File: src/core/idp_pkg.sv
// Purpose : shared constants and types for the indirect data pointer unit
// Assumes : APB byte addresses, one 32-bit word per register, 8-bit payload
// Notes   : pointer slots repeat every IDP_PTR_STRIDE bytes for pointers 0..2

package idp_pkg;

	// ==========================================================
	// widths and counts
	localparam int IDP_NUM_PTR  = 3;    // number of address pointers
	localparam int IDP_ADDR_W   = 12;   // data memory address width
	localparam int IDP_HIGH_W   = 4;    // implemented bits of pointer high part
	localparam int IDP_BANK_W   = 4;    // implemented bits of bank selector

	// ==========================================================
	// register map (byte addresses)
	localparam logic [7:0] IDP_PTR_STRIDE   = 8'h20;  // bytes per pointer block
	localparam logic [7:0] IDP_PTR_BLK_END  = 8'h60;  // first byte past pointer blocks
	localparam logic [4:0] IDP_SLOT_PLAIN   = 5'h00;  // plain indirect access
	localparam logic [4:0] IDP_SLOT_POST_INCREMENT_ACCESS = 5'h04;  // post-increment access
	localparam logic [4:0] IDP_SLOT_POST_DECREMENT_ACCESS = 5'h08;  // post-decrement access
	localparam logic [4:0] IDP_SLOT_PRE_INCREMENT_ACCESS  = 5'h0C;  // pre-increment access
	localparam logic [4:0] IDP_SLOT_INDEXED = 5'h10;  // accumulator indexed access
	localparam logic [4:0] IDP_SLOT_HIGH    = 5'h14;  // pointer high part
	localparam logic [4:0] IDP_SLOT_LOW     = 5'h18;  // pointer low part
	localparam logic [7:0] IDP_OFS_ACCUM    = 8'h60;  // working accumulator
	localparam logic [7:0] IDP_OFS_BANK     = 8'h64;  // memory bank selector

	// ==========================================================
	// reset values
	localparam logic [3:0]  IDP_PTR_HIGH_RST = 4'h0;   // pointer high part
	localparam logic [3:0]  IDP_BANK_RST     = 4'h0;   // bank selector
	localparam logic [31:0] IDP_RDATA_RST    = 32'h0;  // read data idle value

	// ==========================================================
	// types
	typedef enum logic [1:0] {
		IDP_ST_IDLE    = 2'b00,
		IDP_ST_MEMREQ  = 2'b01,
		IDP_ST_MEMWAIT = 2'b10,
		IDP_ST_DONE    = 2'b11
	} idp_state_t;

	typedef enum logic [2:0] {
		IDP_AM_PLAIN   = 3'b000,
		IDP_AM_POST_INCREMENT_ACCESS = 3'b001,
		IDP_AM_POST_DECREMENT_ACCESS = 3'b010,
		IDP_AM_PRE_INCREMENT_ACCESS  = 3'b011,
		IDP_AM_INDEXED = 3'b100
	} idp_amode_t;

	typedef enum logic [2:0] {
		IDP_RK_NONE    = 3'b000,
		IDP_RK_VIRTUAL = 3'b001,
		IDP_RK_HIGH    = 3'b010,
		IDP_RK_LOW     = 3'b011,
		IDP_RK_ACCUM   = 3'b100,
		IDP_RK_BANK    = 3'b101
	} idp_regkind_t;

	typedef struct packed {
		idp_regkind_t kind;
		logic [1:0]   ptrIdx;
		idp_amode_t   amode;
	} idp_dec_t;

	typedef struct packed {
		logic [IDP_HIGH_W-1:0] high;
		logic [7:0]            low;
	} idp_ptr_state_t;

endpackage

File: src/core/idp_addr_gen.sv
// Purpose : effective address and pointer step for one indirect access mode
// Assumes : accumulator taken as unsigned, sums wrap at 12 bits
// Notes   : purely combinational

`timescale 1ns/1ps

module idp_addr_gen
	import idp_pkg::*;
(
	input  wire logic [11:0]       ptrValue,   // current pointer
	input  wire idp_pkg::idp_amode_t amode,    // access mode
	input  wire logic [7:0]        accum,      // working accumulator
	output logic [11:0]            accessAddr, // memory address to use
	output logic                   stepNeeded, // pointer must move
	output logic                   stepDown    // move is a decrement
);
	import idp_pkg::*;

	// ==========================================================
	// mode decode
	always_comb begin
		accessAddr = ptrValue;
		stepNeeded = 1'b0;
		stepDown   = 1'b0;
		case (amode)
			IDP_AM_PRE_INCREMENT_ACCESS: begin
				accessAddr = 12'(ptrValue + 12'h001);
				stepNeeded = 1'b1;
			end
			IDP_AM_POST_INCREMENT_ACCESS: begin
				stepNeeded = 1'b1;
			end
			IDP_AM_POST_DECREMENT_ACCESS: begin
				stepNeeded = 1'b1;
				stepDown   = 1'b1;
			end
			IDP_AM_INDEXED: begin
				accessAddr = 12'(ptrValue + {4'h0, accum});
			end
			default: begin
				accessAddr = ptrValue;
			end
		endcase
	end

endmodule // idp_addr_gen

File: src/core/idp_indirect_unit.sv
// Purpose : indirect data memory addressing with three pointers, APB slave
// Assumes : data memory answers a read strobe with data in the next cycle
// Notes   : one APB transfer in flight; memory accesses are serialised

`timescale 1ns/1ps

module idp_indirect_unit
	import idp_pkg::*;
(
	input  wire logic        clk_sys,    // core clock, 40 MHz
	input  wire logic        sys_rst,    // synchronous reset, active high
	input  wire logic        psel,       // APB select
	input  wire logic        penable,    // APB access phase
	input  wire logic        pwrite,     // APB direction, high is write
	input  wire logic [7:0]  paddr,      // APB byte address
	input  wire logic [31:0] pwdata,     // APB write data
	output logic [31:0]      prdata,     // APB read data
	output logic             pready,     // APB transfer done
	output logic             pslverr,    // APB error, unmapped address
	output logic [11:0]      memAddr,    // data memory address
	output logic [7:0]       memWrData,  // data memory write byte
	output logic             memWrEn,    // data memory write strobe
	output logic             memRdEn,    // data memory read strobe
	input  wire logic [7:0]  memRdData,  // data memory read byte
	output logic [3:0]       bankSelect  // memory bank selector value
);
	import idp_pkg::*;

	// ==========================================================
	// state
	typedef struct packed {
		idp_state_t  state;
		logic [31:0] prdata;
		logic        pready;
		logic        pslverr;
		logic [11:0] memAddr;
		logic [7:0]  memWrData;
		logic        memWrEn;
		logic        memRdEn;
		logic        isWrite;
		logic [7:0]  accum;
		logic [3:0]  bank;
	} idp_unit_state_t;

	idp_unit_state_t q;
	idp_unit_state_t d;

	// ==========================================================
	// address decode
	function automatic idp_dec_t decodeReg(input logic [7:0] a);
		idp_dec_t   r;
		logic [4:0] slot;
		r.kind   = IDP_RK_NONE;
		r.ptrIdx = a[6:5];
		r.amode  = IDP_AM_PLAIN;
		slot     = a[4:0];
		if (a == IDP_OFS_ACCUM) begin
			r.kind = IDP_RK_ACCUM;
		end else if (a == IDP_OFS_BANK) begin
			r.kind = IDP_RK_BANK;
		end else if (a >= IDP_PTR_BLK_END) begin
			r.kind = IDP_RK_NONE;
		end else if (slot == IDP_SLOT_PLAIN) begin
			r.kind  = IDP_RK_VIRTUAL;
			r.amode = IDP_AM_PLAIN;
		end else if (slot == IDP_SLOT_POST_INCREMENT_ACCESS) begin
			r.kind  = IDP_RK_VIRTUAL;
			r.amode = IDP_AM_POST_INCREMENT_ACCESS;
		end else if (slot == IDP_SLOT_POST_DECREMENT_ACCESS) begin
			r.kind  = IDP_RK_VIRTUAL;
			r.amode = IDP_AM_POST_DECREMENT_ACCESS;
		end else if (slot == IDP_SLOT_PRE_INCREMENT_ACCESS) begin
			r.kind  = IDP_RK_VIRTUAL;
			r.amode = IDP_AM_PRE_INCREMENT_ACCESS;
		end else if (slot == IDP_SLOT_INDEXED) begin
			r.kind  = IDP_RK_VIRTUAL;
			r.amode = IDP_AM_INDEXED;
		end else if (slot == IDP_SLOT_HIGH) begin
			r.kind = IDP_RK_HIGH;
		end else if (slot == IDP_SLOT_LOW) begin
			r.kind = IDP_RK_LOW;
		end else begin
			r.kind = IDP_RK_NONE;
		end
		return r;
	endfunction

	idp_dec_t    dec;
	logic        accessReq;
	logic [11:0] ptrValue   [IDP_NUM_PTR];
	logic [11:0] calcAddr   [IDP_NUM_PTR];
	logic        stepNeeded [IDP_NUM_PTR];
	logic        stepDown   [IDP_NUM_PTR];
	logic        ptrLoadHi  [IDP_NUM_PTR];
	logic        ptrLoadLo  [IDP_NUM_PTR];
	logic        ptrStep    [IDP_NUM_PTR];

	// decode of the current bus request
	assign dec       = decodeReg(paddr);
	assign accessReq = psel & penable;

	// ==========================================================
	// pointers and their address generators
	genvar gi;
	generate
		for (gi = 0; gi < IDP_NUM_PTR; gi++) begin : gPtr
			idp_pointer uPtr (
				.clk_sys  (clk_sys),
				.sys_rst  (sys_rst),
				.loadHigh (ptrLoadHi[gi]),
				.loadLow  (ptrLoadLo[gi]),
				.wrData   (pwdata[7:0]),
				.stepEn   (ptrStep[gi]),
				.stepDown (stepDown[gi]),
				.ptrValue (ptrValue[gi])
			);

			idp_addr_gen uGen (
				.ptrValue   (ptrValue[gi]),
				.amode      (dec.amode),
				.accum      (q.accum),
				.accessAddr (calcAddr[gi]),
				.stepNeeded (stepNeeded[gi]),
				.stepDown   (stepDown[gi])
			);
		end
	endgenerate

	// ==========================================================
	// transfer sequencer
	always_comb begin
		d = q;
		for (int i = 0; i < IDP_NUM_PTR; i++) begin
			ptrLoadHi[i] = 1'b0;
			ptrLoadLo[i] = 1'b0;
			ptrStep[i]   = 1'b0;
		end
		case (q.state)
			IDP_ST_IDLE: begin
				d.pready  = 1'b0;
				d.pslverr = 1'b0;
				if (accessReq) begin
					d.isWrite = pwrite;
					d.prdata  = IDP_RDATA_RST;
					d.pready  = 1'b1;
					d.state   = IDP_ST_DONE;
					case (dec.kind)
						IDP_RK_VIRTUAL: begin
							d.pready    = 1'b0;
							d.memAddr   = calcAddr[dec.ptrIdx];
							d.memWrData = pwdata[7:0];
							d.memWrEn   = pwrite;
							d.memRdEn   = ~pwrite;
							d.state     = IDP_ST_MEMREQ;
							ptrStep[dec.ptrIdx] = stepNeeded[dec.ptrIdx];
						end
						// high part, upper bits read zero
						IDP_RK_HIGH: begin
							ptrLoadHi[dec.ptrIdx] = pwrite;
							d.prdata = {20'h0, ptrValue[dec.ptrIdx]} & 32'h0000_0F00;
							d.prdata = {24'h0, 4'h0, d.prdata[11:8]};
						end
						IDP_RK_LOW: begin
							ptrLoadLo[dec.ptrIdx] = pwrite;
							d.prdata = {24'h0, ptrValue[dec.ptrIdx][7:0]};
						end
						IDP_RK_ACCUM: begin
							if (pwrite) begin
								d.accum = pwdata[7:0];
							end
							d.prdata = {24'h0, q.accum};
						end
						IDP_RK_BANK: begin
							if (pwrite) begin
								d.bank = pwdata[IDP_BANK_W-1:0];
							end
							d.prdata = {28'h0, q.bank};
						end
						default: begin
							d.pslverr = 1'b1;
						end
					endcase
					// write transfers return zero read data, not register contents
					if (pwrite) begin
						d.prdata = IDP_RDATA_RST;
					end
				end
			end
			// strobe stands for one cycle
			IDP_ST_MEMREQ: begin
				d.memWrEn = 1'b0;
				d.memRdEn = 1'b0;
				d.state   = IDP_ST_MEMWAIT;
			end
			// memory data valid now, capture it
			IDP_ST_MEMWAIT: begin
				d.prdata = q.isWrite ? IDP_RDATA_RST : {24'h0, memRdData};
				d.pready = 1'b1;
				d.state  = IDP_ST_DONE;
			end
			// answer stands one cycle
			IDP_ST_DONE: begin
				d.pready  = 1'b0;
				d.pslverr = 1'b0;
				d.state   = IDP_ST_IDLE;
			end
			default: begin
				d.state = IDP_ST_IDLE;
			end
		endcase
	end

	// ==========================================================
	// registers; accumulator keeps no reset value
	always_ff @(posedge clk_sys) begin
		if (sys_rst) begin
			q.state     <= IDP_ST_IDLE;
			q.prdata    <= IDP_RDATA_RST;
			q.pready    <= 1'b0;
			q.pslverr   <= 1'b0;
			q.memAddr   <= 12'h000;
			q.memWrData <= 8'h00;
			q.memWrEn   <= 1'b0;
			q.memRdEn   <= 1'b0;
			q.isWrite   <= 1'b0;
			q.bank      <= IDP_BANK_RST;
		end else begin
			q <= d;
		end
	end

	// ==========================================================
	// outputs straight from flops
	assign prdata     = q.prdata;
	assign pready     = q.pready;
	assign pslverr    = q.pslverr;
	assign memAddr    = q.memAddr;
	assign memWrData  = q.memWrData;
	assign memWrEn    = q.memWrEn;
	assign memRdEn    = q.memRdEn;
	assign bankSelect = q.bank;

endmodule // idp_indirect_unit

File: src/core/idp_pointer.sv
// Purpose : one 12-bit indirect address pointer, high and low parts
// Assumes : step and loads never coincide in one cycle
// Notes   : low part keeps no reset value

`timescale 1ns/1ps

module idp_pointer
	import idp_pkg::*;
(
	input  wire logic        clk_sys,   // core clock
	input  wire logic        sys_rst,   // synchronous reset, active high
	input  wire logic        loadHigh,  // write high part
	input  wire logic        loadLow,   // write low part
	input  wire logic [7:0]  wrData,    // write byte
	input  wire logic        stepEn,    // move pointer by one
	input  wire logic        stepDown,  // direction of move
	output logic [11:0]      ptrValue   // full pointer
);
	import idp_pkg::*;

	idp_ptr_state_t q;
	idp_ptr_state_t d;

	assign ptrValue = {q.high, q.low};

	// ==========================================================
	// next state
	always_comb begin
		d = q;
		if (loadHigh) begin
			d.high = wrData[IDP_HIGH_W-1:0];
		end
		if (loadLow) begin
			d.low = wrData;
		end
		// steps carry across the 12-bit pointer
		if (stepEn) begin
			if (stepDown) begin
				{d.high, d.low} = 12'({q.high, q.low} - 12'h001);
			end else begin
				{d.high, d.low} = 12'({q.high, q.low} + 12'h001);
			end
		end
	end

	// ==========================================================
	// registers
	always_ff @(posedge clk_sys) begin
		if (sys_rst) begin
			q.high <= IDP_PTR_HIGH_RST;
		end else begin
			q <= d;
		end
	end

endmodule // idp_pointer

File: config.mk
export PLATFORM = sky130hd
export DESIGN_NAME = idp_indirect_unit
export DESIGN_NICKNAME = d
export VERILOG_FILES = /design/src/core/idp_pkg.sv /design/src/core/idp_addr_gen.sv /design/src/core/idp_indirect_unit.sv /design/src/core/idp_pointer.sv
export SDC_FILE = /design/constraint.sdc
export NUM_CORES = 1
export LEC_CHECK = 0
export BUFFER_PORTS_ARGS = -buffer_cell sky130_fd_sc_hd__buf_2
export CORE_MARGIN = 4
export CORE_UTILIZATION = 54
export CTS_CLUSTER_DIAMETER = 80
export DETAILED_ROUTE_END_ITERATION = 10
export HOLD_SLACK_MARGIN = 0.03
export PLACE_DENSITY = 0.84
export SETUP_SLACK_MARGIN = 0.2
export SYNTH_ARGS = -nofsm -noshare
export SYNTH_HDL_FRONTEND = slang
export SYNTH_HIERARCHICAL = 1
export SYNTH_SLANG_ARGS = --single-unit
File: constraint.sdc
create_clock -name clk_sys -period 4.3 [get_ports clk_sys]
set_input_delay 0.43 -clock clk_sys [delete_from_list [all_inputs] [get_ports clk_sys]]
set_output_delay 0.43 -clock clk_sys [all_outputs]
set_load 0.02 [all_outputs]
==> impl_metrics.yaml <==
critical_path:
  r2r_slack_ns: 1.28
  crit_family: "simple AND/OR/NAND/NOR gates"
  critPathCaptureType: "flip-flop"
  worst_ep_required_time_ns: 4.51
  cp_num_buf_inv: 3
  crit_path_cell_trace: "buf_2, or3_4, nand2b_4, nor3b_1, buf_4, nor3b_4, or2b_1, ha_1, inv_1, fa_1, nor2b_1, o2111ai_1, a31oi_1, o21ai_1, xnor2_1, mux2i_1, nor2_1, a211oi_1, nor3_1"
  crit_start: "paddr[7]"
  timing.rr.start: "gPtr[1].uPtr/ptrValue[0]"
  crit_path_max_incr_delay_ns: 0.42
  crit_cells: 19
  slowest_stage: "or3_4"
  timing.rr.end: "memAddr[8]"
  cp_max_fo: 9
  arrival_ns: 4.08
  crit_type: "in2reg"
  cp-start-kind: "input port"
  reg2regPathDepth: 12
die:
  pin_count: 113
  initial_core_util: 0.551
  die_h_microns: 130
  fp-row-count: 44
  die_w_microns: 130
  core-area_sq_um: 14500
  die_area_sq_um: 16800
power_and_ir_drop:
  power_mw: 2.09
  switching_power_mw: 0.664
  clkPwrFrac: 0.378
  switching_share: 0.318
  p_comb_frac: 0.205
  power.leakage_nw: 3.71
  ir_drop_mv: 0.204
  p_int_mw: 1.43
  p_seq_frac: 0.417
  power.density_nw_per_um2: 246
sta:
  skew_ns: 0.00722
  min_period_ns: 3.88
  setup_ws_ns: 0.424
  hold_viol_final: 0
  tns_ns: 0
  fin_crit_sh: 0.901
  setup_violations: 0
  maxSlewViolCount: 0
  tightest_slew_ns: 0.842
  max_slew_margin: 0.432
  fmax_ghz: 0.258
  rsz0062_at_grt: "no"
layout:
  drive_above_1_share: 0.194
  fin_nets: 1070
  fillers: 1284
  final_cell_mix: "nand2_1, nor2_1, a21oi_1"
  final_common_cell: "nand2_1"
  design_area_sq_um: 8490
  stdcell_count: 1142
  n_antenna_cell: 0
  syn2layout_area_growth_pct: 6.40
synthesis:
  ys_seq_elements: 83
  synth-xor-area-share: 0.0626
  async_flop_share: 0
  synth-simple-area-share: 0.196
  synthAdderAreaFrac: 0.106
  synth-seq-area-share: 0.248
  synth_area_per_cell_sq_um: 8.63
  synth_flop_cell: "dfxtp_1"
  synth-edff-count: 32
  netlist_area_sq_um: 7980
  synth_compound_area_frac: 0.207
  synth_top_family_by_area: "compound AO/OA/AOI/OAI gates"
  synthMuxAreaShare: 0.0897
  yosysWarnings: 6
  synthDistinctLibCells: 75
  netlist_instances: 925
global_route:
  grt_pass1_vias: 6473
  grt_max_degree: 37
  gr-total-overflow: 0
  antenna_found_initial: 0
  grt_pass1_wl_microns: 33000
  grtUsageTotal: 0.250
drt:
  vias: 7035
  viasPerCell: 6.16
  ant_nets: 0
  wl_per_cell_microns: 18.7
  firstDrtPassIters: 5
  drtIter0Drc: 768
  drc_errors: 0
  wirelength_microns: 21300
clock_network:
  cts.clk_slew.worst_paths_ns: 0.07
  ctsLongestPathBuffers: 2
  cts_setup_buffers: 0
  cts_tree: "done"
  htreeDepth: 3
  cts.sinks: 83
  cts_buffers: 9
  cts-hold-fix-buffers: 0
  cts_root_buf: "clkbuf_16"
  cts.repair.resized: 0
  clk_latency_ns: 0.35
flow_run:
  maxCapViolCount: 0
placed_design:
  hpwlAfterDp_microns: 16000
  io_buffers: 64
  postPlaceCellArea_sq_um: 8190
  place_congestion: 0.949
  dp_slack_ns: 0.176
  dp_cells: 1126
min_path:
  whs_path_depth: 2
  min_from: "pwrite"
  holdPathEnd: "memWrEn"
  min_path_type: "in2reg"
outcome:
  status: "finished, final reports clean"
state kept, by name (all words and copies together) (netlist names):
signal	cells
memWrData	8
prdata	8
memAddr	12
bankSelect	4
pslverr	1
gPtr.uPtr/ptrValue	36
memRdEn	1
pready	1
q	11
memWrEn	1
metal layers:
metal  wire (microns)  GRT usage  part of all wire  vias to the layer above
li1                 -          -                 -                     3328
met1             8790      0.330              0.41                     3306
met2             9660      0.399              0.45                      329
met3             1910     0.0523             0.090                       72
met4              970      0.104             0.045                        0
met5                0          0                 0                        -
synth_stat cells, drive strengths merged, types with 6 or more instances:
cell | count | share of area
o21ai | 48 | 0.032
mux2 | 20 | 0.028
dfxtp | 51 | 0.13
o211a | 6 | 0.0075
and3 | 14 | 0.012
nand2b | 7 | 0.0064
mux2i | 49 | 0.061
ha | 58 | 0.091
o21a | 6 | 0.0056
edfxtp | 32 | 0.12
xnor2 | 36 | 0.040
nor2 | 74 | 0.035
a211oi | 15 | 0.016
nand2 | 87 | 0.042
inv | 35 | 0.016
nand3 | 15 | 0.011
xor2 | 21 | 0.023
clkbuf | 12 | 0.0058
nor3 | 25 | 0.016
nor2b | 11 | 0.011
o31ai | 6 | 0.0094
o2bb2ai | 8 | 0.0088
or3 | 11 | 0.0099
a21oi | 76 | 0.049
o211ai | 6 | 0.0094
a31oi | 9 | 0.0071
and2 | 19 | 0.018
buf | 76 | 0.067
fa | 6 | 0.015
a21o | 21 | 0.020
cells by family (layout without fill, tap and decap cells):
family | Yosys count | count (layout)
XOR/XNOR | 57 | 57
other | 1 | 24
AND/OR/NAND/NOR | 292 | 292
adder cells (fa/ha/maj) | 64 | 64
buffers and inverters | 123 | 133
AO/OA/AOI/OAI | 236 | 236
flip-flops | 83 | 83
multiplexers | 69 | 69
layout make-up:
type / instances / area [sq um] / area share
multi-input combinational: 742 / 5380 / 0.634
sequential: 83 / 1980 / 0.233
timing repair buffer: 82 / 468 / 0.0551
clock buffer: 11 / 254 / 0.0299
tap: 184 / 230 / 0.0271
inverter: 35 / 131 / 0.0155
clock inverter: 5 / 45.0 / 0.00531
worst max-delay path by stage:
stage	endpoint	slack, ns
2_1_floorplan	memAddr[8]	0.21
3_3_place_gp	memAddr[8]	0.29
3_5_place_dp	memAddr[8]	0.18
4_1_cts	memAddr[8]	0.52
5_1_grt	memAddr[8]	0.29
6_report	memAddr[8]	0.42
worst reg2reg max path, delay by kind of cell, from the launching register on:
kind,cells,cell delay (ns)
AOI/OAI and AO/OA,4,0.93
xor gates and xnor gates,1,0.15
adders and majority gates,2,0.67
buffers and inverters,1,0.07
DFF,1,0.53
muxes,1,0.19
and+or+nand+nor,3,0.35
through the flow:
stage / util / hold WS (ns)
global placement: 0.566 / 0.445
detailed placement: 0.566 / 0.449
floorplan: - / 0.437
CTS: 0.586 / 0.378
global route: 0.586 / 0.381
finish: 0.586 / 0.389
power by group through the flow:
stage,registers [mW],logic (mW),clock network [mW]
CTS,0.871,0.422,0.796
detailed placement,0.888,0.421,0
global route,0.876,0.468,0.823
global placement,0.887,0.409,0
floorplan,0.892,0.338,0
finish,0.872,0.428,0.789
No activity file was read; power rests on OpenSTA's default activity.
